<file path="src/design/efs_pkg.sv">
// Package for the extended fault status word: command codes, field
// positions, reset values and the carrier types of the command port.
// Assumes a PMBus engine on the same clock decodes frames into commands.
package efs_pkg;

  // ----------------------------------------------------------------
  // Command codes
  // ----------------------------------------------------------------
  localparam logic [7:0] EFS_CODE_STATUS       = 8'hF3;
  localparam logic [7:0] EFS_CODE_CLEAR_FAULTS = 8'h03;

  // ----------------------------------------------------------------
  // Field positions of the status word
  // ----------------------------------------------------------------
  localparam int EFS_WORD_W          = 16;
  localparam int EFS_FLAG_W          = 14;
  localparam int EFS_BIT_PGOOD_LOW   = 13;
  localparam int EFS_BIT_SINGLE_PT   = 12;
  localparam int EFS_BIT_SHORT       = 11;
  localparam int EFS_BIT_OVERCURRENT = 10;
  localparam int EFS_BIT_EIN_OVF     = 9;
  localparam int EFS_BIT_IN_SURGE    = 8;
  localparam int EFS_BIT_EE_PRESENT  = 7;
  localparam int EFS_BIT_EE_WRITTEN  = 6;
  localparam int EFS_BIT_AVERAGED    = 5;
  localparam int EFS_BIT_CABLE       = 4;
  localparam int EFS_BIT_RETRY_RCVD  = 3;
  localparam int EFS_BIT_PCYCLE_REC  = 2;
  localparam int EFS_BIT_INIT_DONE   = 1;
  localparam int EFS_BIT_NVM_BUSY    = 0;
  localparam logic [1:0] EFS_RSVD_VALUE = 2'h0;

  // ----------------------------------------------------------------
  // Reset values
  // ----------------------------------------------------------------
  localparam logic [EFS_FLAG_W-1:0] EFS_FLAGS_RESET = 14'h0000;
  localparam logic [EFS_WORD_W-1:0] EFS_DATA_RESET  = 16'h0000;

  // ----------------------------------------------------------------
  // Types
  // ----------------------------------------------------------------
  typedef enum logic [1:0] {
    EFS_KIND_SEND_BYTE  = 2'h0,
    EFS_KIND_WRITE_WORD = 2'h1,
    EFS_KIND_READ_WORD  = 2'h2,
    EFS_KIND_READ_BYTE  = 2'h3
  } efs_kind_t;

  typedef enum logic [1:0] {
    EFS_ST_IDLE   = 2'h0,
    EFS_ST_ANSWER = 2'h1
  } efs_state_t;

  // Raw detector causes, bit 13 first
  typedef struct packed {
    logic power_good_low_flag;
    logic single_point_failure_flag;
    logic short_circuit_flag;
    logic overcurrent_detect_flag;
    logic energy_accumulator_overflow_flag;
    logic input_transient_flag;
    logic eeprom_present_flag;
    logic eeprom_written_flag;
    logic averaging_complete_flag;
    logic input_cable_fault_flag;
    logic auto_retry_recovered_flag;
    logic power_cycle_recovered_flag;
    logic init_done_flag;
    logic nvm_busy_flag;
  } efs_causes_t;

  typedef struct packed {
    logic             valid;
    efs_kind_t        kind;
    logic [7:0]       code;
    logic [15:0]      wdata;
  } efs_cmd_t;

  typedef struct packed {
    logic             valid;
    logic             ack;
    logic [15:0]      rdata;
  } efs_rsp_t;

endpackage : efs_pkg

</file>
<file path="src/design/efs_flag_bank.sv">
// Bank of sticky status flags with input synchronisers.
// Assumes causes are levels from detectors outside this clock domain.
`timescale 1ns/1ns
`default_nettype none

module efs_flag_bank
  import efs_pkg::*;
#(
  parameter int                W          = EFS_FLAG_W,
  parameter logic [W-1:0]      RESET_VAL  = EFS_FLAGS_RESET
) (
  input  wire logic            clock,
  input  wire logic            rst,
  input  wire logic [W-1:0]    cause_raw,
  input  wire logic            clear,
  output logic      [W-1:0]    cause_live,
  output logic      [W-1:0]    flags_q
);

  // ----------------------------------------------------------------
  // Per-bit synchroniser and sticky latch
  // ----------------------------------------------------------------
  for (genvar i = 0; i < W; i++) begin : g_bit
    logic meta_q;
    logic sync_q;
    logic flag_d;

    always_ff @(posedge clock or posedge rst) begin
      if (rst) begin
        meta_q <= 1'b0;
        sync_q <= 1'b0;
      end else begin
        meta_q <= cause_raw[i];
        sync_q <= meta_q;
      end
    end

    // Set wins over clear; clear only drops a bit whose cause is gone
    always_comb begin
      flag_d = sync_q | (flags_q[i] & ~clear);
    end

    always_ff @(posedge clock or posedge rst) begin
      if (rst) begin
        flags_q[i] <= RESET_VAL[i];
      end else begin
        flags_q[i] <= flag_d;
      end
    end

    assign cause_live[i] = sync_q;
  end

endmodule : efs_flag_bank

`default_nettype wire

</file>
<file path="src/design/efs_status_word.sv">
// Extended fault status word answering read-word command F3h.
// Assumes a PMBus frame engine on the same clock hands over decoded
// commands and serialises the answer word, low byte first.
`timescale 1ns/1ns
`default_nettype none

module efs_status_word
  import efs_pkg::*;
#(
  parameter logic [7:0] STATUS_CODE = EFS_CODE_STATUS,
  parameter logic [7:0] CLEAR_CODE  = EFS_CODE_CLEAR_FAULTS
) (
  input  wire logic              clock,
  input  wire logic              rst,
  input  wire efs_causes_t       causes,
  input  wire efs_cmd_t          cmd,
  output logic                   cmd_ready,
  output efs_rsp_t               rsp,
  output logic [EFS_WORD_W-1:0]  extended_fault_status,
  output logic                   clear_seen
);

  // ----------------------------------------------------------------
  // Command decode
  // ----------------------------------------------------------------
  efs_state_t                    state_q;
  efs_state_t                    state_d;
  logic                          take;
  logic                          is_status;
  logic                          is_read_word;
  logic                          is_clear;
  logic                          clear_pulse;
  logic                          ack_d;
  logic                          ack_q;
  logic [EFS_WORD_W-1:0]         rdata_q;
  logic [EFS_WORD_W-1:0]         word_now;
  logic [EFS_FLAG_W-1:0]         flags_q;
  logic [EFS_FLAG_W-1:0]         cause_live;
  logic                          clear_seen_q;

  assign cmd_ready    = (state_q == EFS_ST_IDLE);
  assign take         = cmd.valid & cmd_ready;
  assign is_status    = (cmd.code == STATUS_CODE);
  assign is_read_word = (cmd.kind == EFS_KIND_READ_WORD);
  assign is_clear     = (cmd.code == CLEAR_CODE) && (cmd.kind == EFS_KIND_SEND_BYTE);
  assign clear_pulse  = take & is_clear;

  // Read-word on the status code and send-byte on the clear code are the only accesses acknowledged
  always_comb begin
    ack_d = 1'b0;
    if (is_status && is_read_word) begin
      ack_d = 1'b1;
    end else if (is_clear) begin
      ack_d = 1'b1;
    end else begin
      ack_d = 1'b0;
    end
  end

  // ----------------------------------------------------------------
  // Sticky flags
  // ----------------------------------------------------------------
  efs_flag_bank #(
    .W          (EFS_FLAG_W),
    .RESET_VAL  (EFS_FLAGS_RESET)
  ) u_flags (
    .clock      (clock),
    .rst        (rst),
    .cause_raw  (causes),
    .clear      (clear_pulse),
    .cause_live (cause_live),
    .flags_q    (flags_q)
  );

  // ----------------------------------------------------------------
  // Word assembly
  // ----------------------------------------------------------------
  always_comb begin
    word_now = EFS_DATA_RESET;
    word_now[EFS_WORD_W-1:EFS_FLAG_W]   = EFS_RSVD_VALUE;
    word_now[EFS_BIT_PGOOD_LOW]         = flags_q[EFS_BIT_PGOOD_LOW];
    word_now[EFS_BIT_SINGLE_PT]         = flags_q[EFS_BIT_SINGLE_PT];
    word_now[EFS_BIT_SHORT]             = flags_q[EFS_BIT_SHORT];
    word_now[EFS_BIT_OVERCURRENT]       = flags_q[EFS_BIT_OVERCURRENT];
    word_now[EFS_BIT_EIN_OVF]           = flags_q[EFS_BIT_EIN_OVF];
    word_now[EFS_BIT_IN_SURGE]          = flags_q[EFS_BIT_IN_SURGE];
    word_now[EFS_BIT_EE_PRESENT]        = flags_q[EFS_BIT_EE_PRESENT];
    word_now[EFS_BIT_EE_WRITTEN]        = flags_q[EFS_BIT_EE_WRITTEN];
    word_now[EFS_BIT_AVERAGED]          = flags_q[EFS_BIT_AVERAGED];
    word_now[EFS_BIT_CABLE]             = flags_q[EFS_BIT_CABLE];
    word_now[EFS_BIT_RETRY_RCVD]        = flags_q[EFS_BIT_RETRY_RCVD];
    word_now[EFS_BIT_PCYCLE_REC]        = flags_q[EFS_BIT_PCYCLE_REC];
    word_now[EFS_BIT_INIT_DONE]         = flags_q[EFS_BIT_INIT_DONE];
    word_now[EFS_BIT_NVM_BUSY]          = flags_q[EFS_BIT_NVM_BUSY];
  end

  always_ff @(posedge clock or posedge rst) begin
    if (rst) begin
      extended_fault_status <= EFS_DATA_RESET;
    end else begin
      extended_fault_status <= word_now;
    end
  end

  // ----------------------------------------------------------------
  // Answer sequencer
  // ----------------------------------------------------------------
  always_comb begin
    state_d = state_q;
    case (state_q)
      EFS_ST_IDLE: begin
        if (take) begin
          state_d = EFS_ST_ANSWER;
        end
      end
      EFS_ST_ANSWER: begin
        state_d = EFS_ST_IDLE;
      end
      default: begin
        state_d = EFS_ST_IDLE;
      end
    endcase
  end

  always_ff @(posedge clock or posedge rst) begin
    if (rst) begin
      state_q <= EFS_ST_IDLE;
    end else begin
      state_q <= state_d;
    end
  end

  // Snapshot taken with the command so the word is stable for the reply
  always_ff @(posedge clock or posedge rst) begin
    if (rst) begin
      rdata_q <= EFS_DATA_RESET;
      ack_q   <= 1'b0;
    end else if (take) begin
      ack_q <= ack_d;
      if (is_status && is_read_word) begin
        rdata_q <= word_now;
      end else begin
        rdata_q <= EFS_DATA_RESET;
      end
    end
  end

  always_ff @(posedge clock or posedge rst) begin
    if (rst) begin
      clear_seen_q <= 1'b0;
    end else begin
      clear_seen_q <= clear_pulse;
    end
  end

  assign clear_seen = clear_seen_q;

  always_comb begin
    rsp       = '0;
    rsp.valid = (state_q == EFS_ST_ANSWER);
    rsp.ack   = ack_q;
    rsp.rdata = rdata_q;
  end

endmodule : efs_status_word

`default_nettype wire

</file>
<file path="config.mk">
export PLATFORM = sky130hd
export DESIGN_NAME = efs_status_word
export DESIGN_NICKNAME = d
export VERILOG_FILES = /design/src/design/efs_pkg.sv /design/src/design/efs_flag_bank.sv /design/src/design/efs_status_word.sv
export SDC_FILE = /design/constraint.sdc
export NUM_CORES = 1
export LEC_CHECK = 0
export BUFFER_PORTS_ARGS = -buffer_cell sky130_fd_sc_hd__buf_2
export CAP_MARGIN = 20
export CORE_ASPECT_RATIO = 0.6
export CORE_MARGIN = 8
export CORE_UTILIZATION = 50
export DETAILED_ROUTE_END_ITERATION = 10
export PLACE_DENSITY = 0.8
export REMOVE_ABC_BUFFERS = 1
export SYNTH_ARGS = -nofsm -noshare
export SYNTH_HDL_FRONTEND = slang
export SYNTH_SLANG_ARGS = --single-unit
</file>
<file path="constraint.sdc">
create_clock -name clock -period 5.82 [get_ports clock]
set_input_delay 0 -clock clock [delete_from_list [all_inputs] [get_ports clock]]
set_output_delay 0 -clock clock [all_outputs]
set_load 0.02 [all_outputs]
</file>
* Yosys cells after proc, flatten, opt, wreduce, memory -nomap -nowiden
Index checks and enable logic that the tools add are counted.
Word-level totals: bits in registers 76, input port bits 43, output and inout bits 36, word-level logic and storage cells 92
Operators by class: eq/ne operators 5, muxes and demuxes 5, bitwise operators 31, reductions and logical operators 4
Operators with widths (number):
- $and 1x1->1 | 16
- $mux 14 | 1
- $or 1x1->1 | 14
- $eq 8x2->1 const B | 1
- $eq 8x8->1 const B | 1
- $logic_not 2->1 | 2
- $mux 2 | 2
- $eq 2x1->1 const B | 1
- $eq 2x2->1 const B | 1
- $logic_and 1x1->1 | 2
- $mux 1 | 2
- $ne 2x1->1 const B | 1
- $not 1->1 | 1

* Longest topological paths before layout
depth in word-level cells 6, depth in mapped cells 6, gate-level depth less buffers 5

* Hierarchy
Synthesis repeated with hierarchy kept, for this count alone.
Second synthesis, totals: cells, all modules 169, area, all modules 2442.3 um2
Modules (own cells, without submodules):
- efs_flag_bank | times used 1, cells an instance 73, area each 1285.0 um2
- efs_status_word | times used 1, cells an instance 96, area each 1157.4 um2

* Least setup slack after synthesis
Ideal clock, no wire load.
path type register to register, from reg state_q[0], to reg rdata_q[0], setup time 0.083 ns, data arrival time 1.471 ns, slack 4.266 ns, cell stages (with the launch flop) 7, clock period less this slack 1.554 ns, cell sequence dfrtp_1 -> inv_1 -> nand2_1 -> inv_1 -> clkbuf_1 -> nand2_1 -> o21ai_0
On the way: cells in the longest elaborated chain, start to end 2
Ends and longest elaborated chain:
- from (decl) | RTL line efs_status_word.sv:26 | efs_state_t state_q;
- from (signal assigned) | RTL line efs_status_word.sv:129 | state_q <= state_d;
- $logic_not 2->1 | RTL line efs_status_word.sv:41 | assign cmd_ready = (state_q == EFS_ST_IDLE);
- named net cmd_ready | RTL line efs_status_word.sv:17 | output logic cmd_ready,
- $and 1x1->1 | RTL line efs_status_word.sv:42 | assign take = cmd.valid & cmd_ready;
- to (signal assigned) | RTL line efs_status_word.sv:141 | rdata_q <= word_now;
- to (decl) | RTL line efs_status_word.sv:35 | logic [EFS_WORD_W-1:0] rdata_q;
The timed path passes the listed nets, and every way through them passes these cells. A chain may end at the register's enable or synchronous reset.

* Final worst setup path
from reg state_q[0], to reg u_flags.flags_q[2]
On the way: cells in the longest elaborated chain, start to end 6
Ends and longest elaborated chain:
- $logic_not 2->1 | RTL line efs_status_word.sv:41
- $and 1x1->1 | RTL line efs_status_word.sv:42
- $and 1x1->1 | RTL line efs_status_word.sv:46 | assign clear_pulse = take & is_clear;
- $not 1->1 | RTL line efs_flag_bank.sv:40 | flag_d = sync_q | (flags_q[i] & ~clear);
- $and 1x1->1 | RTL line efs_flag_bank.sv:40
- $or 1x1->1 | RTL line efs_flag_bank.sv:40
- named net u_flags.g_bit[2].flag_d | RTL line efs_flag_bank.sv:26 | logic flag_d;
- to (signal, indexed assignment) | RTL line efs_flag_bank.sv:45 | flags_q[i] <= RESET_VAL[i];
- to (signal, indexed assignment) | RTL line efs_flag_bank.sv:47 | flags_q[i] <= flag_d;
- to (decl) | RTL line efs_flag_bank.sv:17 | output logic [W-1:0] flags_q
The timed path passes the listed nets, and every way through them passes these cells.

==> impl_metrics.ini <==
[place]
port_buffers = 58
dp_slack_ns = 3.768
routabilityCongestion = 0.7233
dpl.hpwl_um = 2630

[die]
initial_core_util = 0.5085
io-pin-count = 79
coreArea_um2 = 4493
die_area_um2 = 7059
die_h_um = 68.36
die_w_um = 103.3
row_count = 19

[synth]
syn_area_um2 = 2285
syn_inst = 156
synth_largest_area_cell = dfrtp_1
avgSynthCellArea_um2 = 14.65
yosysWarnings = 0
synth_top_area_frac = 0.7996
synth.distinct_cells = 15
yosysSeqAreaShare = 0.7996
ys_seq_elements = 73
yosys-top-cells-area = dfrtp_1 (80%), nand2_1 (5.4%), a21o_1 (4.6%)

[setup_path]
cp.required_ns = 6.04
crit_path_end_kind = flop
critPathMaxFanout = 17
arrival_ns = 2.26
crit_type = reg -> reg
start_kind = flop

[cells_and_area]
area_growth_pct = 31.87
drive_above_1_share = 0.3264
fill_cells = 340
layout_common_cells = dfrtp_1 (73), buf_2 (58), nand2_1 (33)
layout_commonest_cell = dfrtp_1
fin_nets = 280
antenna_cells = 0

[cts]
cts_root_buf = clkbuf_8
cts_tree = built
h-tree-depth = 3
clock_path_buffers = 2
cts.clk_slew.worst_paths_ns = 0.07
numCtsBuffers = 9
post-cts-setup-buffer-count = 0
clkLatencyLatePin_ns = 0.33
cts_resized = 0
clkSinkCount = 73

[power]
p_int_w = 0.0007996
power_switching_w = 0.0001977
p_per_area_nw_per_um2 = 331.0
p_clk_frac = 0.436
comb_power_share = 0.042
peakVddDrop_v = 0.0002447
switching_share = 0.1982
p_total_w = 0.0009973
p_seq_frac = 0.522
cellLeakagePower_nw = 1.379

[drt]
post-route-drc-count = 0
ant_nets = 0
first_pass_iters = 4
vias = 1384
drt-total-wl_um = 3888
wl_per_cell_um = 12.75
drtIter0Drc = 10
via_per_inst = 4.538

[grt]
grt_pass1_vias = 1469
antenna_found_initial = 0
overflow = 0
grt_use_total = 0.1238
grt_first_pass_wirelength_um = 6354
grt_max_degree = 74

[worst_hold_path]
min_path_type = in -> reg

[sta]
finalSetupTns_ns = 0
fin_crit_ns = 2.039
slew_viol_final = 0
fin_crit_sh = 0.3504
fmax_ghz = 0.4904
setup_viol = 0
setup_slack_ns = 3.781
slew_headroom = 0.4390
hold_viol_final = 0
rsz0062_at_grt = false
worst_clock_skew_ns = 0.004481
worst_slew_pin_slew_ns = 0.8415

[status]
status = complete, no violations

[run]
cap_violations = 0
## sequential cells by signal (all words and copies together), names as in the netlist
name	flops
ack_q	1
u_flags.flags_q	14
clear_seen	1
extended_fault_status	14
u_flags.g_bit.meta_q	14
state_q	1
u_flags.g_bit.sync_q	14
rdata_q	14
## final cells by class
class	count	area [um^2]	share of cell area
Multi-Input combinational cell	73	394.1	0.1308
Sequential cell	73	1827	0.6063
Inverter	4	15.01	0.004983
Timing Repair Buffer	76	467.9	0.1553
Clock inverter	4	75.07	0.02492
Clock buffer	12	155.1	0.05150
Tap cell	63	78.83	0.02616
## through the flow
| stage | cells | cell area [um^2] | hold WS [ns] | util |
|---|---|---|---|---|
| 2_1_floorplan | 150 | 2236 | 0.03143 | - |
| 5_1_grt | 305 | 3013 | 0.06770 | 0.6706 |
| 4_1_cts | 305 | 3013 | 0.04704 | 0.6706 |
| 3_3_place_gp | 272 | 2613 | 0.1076 | 0.5815 |
| 3_5_place_dp | 272 | 2613 | 0.1093 | 0.5815 |
| 6_report | 305 | 3013 | 0.05950 | 0.6706 |
## cell usage after synthesis
master	instances
conb_1	1
a21o_1	14
nor2_1	1
nand3_1	1
inv_1	4
clkbuf_1	3
buf_6	1
nor4_4	1
nand2_1	33
or4_4	1
nor2_4	1
nand3_4	1
o21ai_0	16
dfrtp_1	73
buf_4	5
## worst paths after layout
path | startpoint | endpoint | slack, ns | cells past startpoint
worst max-delay path | state_q[0] | u_flags.flags_q[2] | 3.78 | 5
worst min-delay path | cmd[25] | ack_q | 0.06 | 4
worst max register to register | state_q[0] | u_flags.flags_q[2] | 3.78 | 5
worst min register to register | u_flags.g_bit[10].meta_q | u_flags.g_bit[10].sync_q | 0.34 | 0
max in group asynchronous | rst | u_flags.g_bit[3].meta_q | 4.81 | 4
min in group asynchronous | rst | extended_fault_status[13] | 0.47 | 4
## repair_timing
action | 4_1_cts | 5_1_grt
endpoints found under the hold margin | 88 | 0
hold buffers | 17 | 0
setup endpoints to repair | 0 | 0
## worst max-delay path, stage by stage, from the launching register on
cell and delay (ns):
dfrtp_1 0.38, inv_1 0.07, nand2_1 0.33, inv_1 0.58
nand3_4 0.31, a21o_1 0.26
## layer usage
metal | vias up | track usage | routed length [um]
met2 | 53 | 0.2104 | 1730
li1 | 658 | - | -
met1 | 666 | 0.1262 | 1646
met5 | - | 0 | 0
met4 | 0 | 0.05903 | 39
met3 | 7 | 0.06497 | 472
## cell families (layout without fill, tap and decap cells)
family / after synthesis / count (layout) / share of synthesized area
compound gates: 30 / 30 / 0.08105
buf+inv: 13 / 96 / 0.03286
other cells: 1 / 4 / 0.001641
simple gates: 39 / 39 / 0.08488
flops: 73 / 73 / 0.7996
## power by group through the flow
| stage | Sequential (W) | Combinational, W | Clock [W] |
|---|---|---|---|
| detailed placement | 0.000530 | 0.0000350 | 0 |
| floorplan | 0.000530 | 0.0000181 | 0 |
| global placement | 0.000530 | 0.0000343 | 0 |
| finish | 0.000520 | 0.0000422 | 0.000435 |
| global route | 0.000521 | 0.0000477 | 0.000467 |
| CTS | 0.000520 | 0.0000433 | 0.000448 |
No activity file was read; power rests on OpenSTA's default activity.
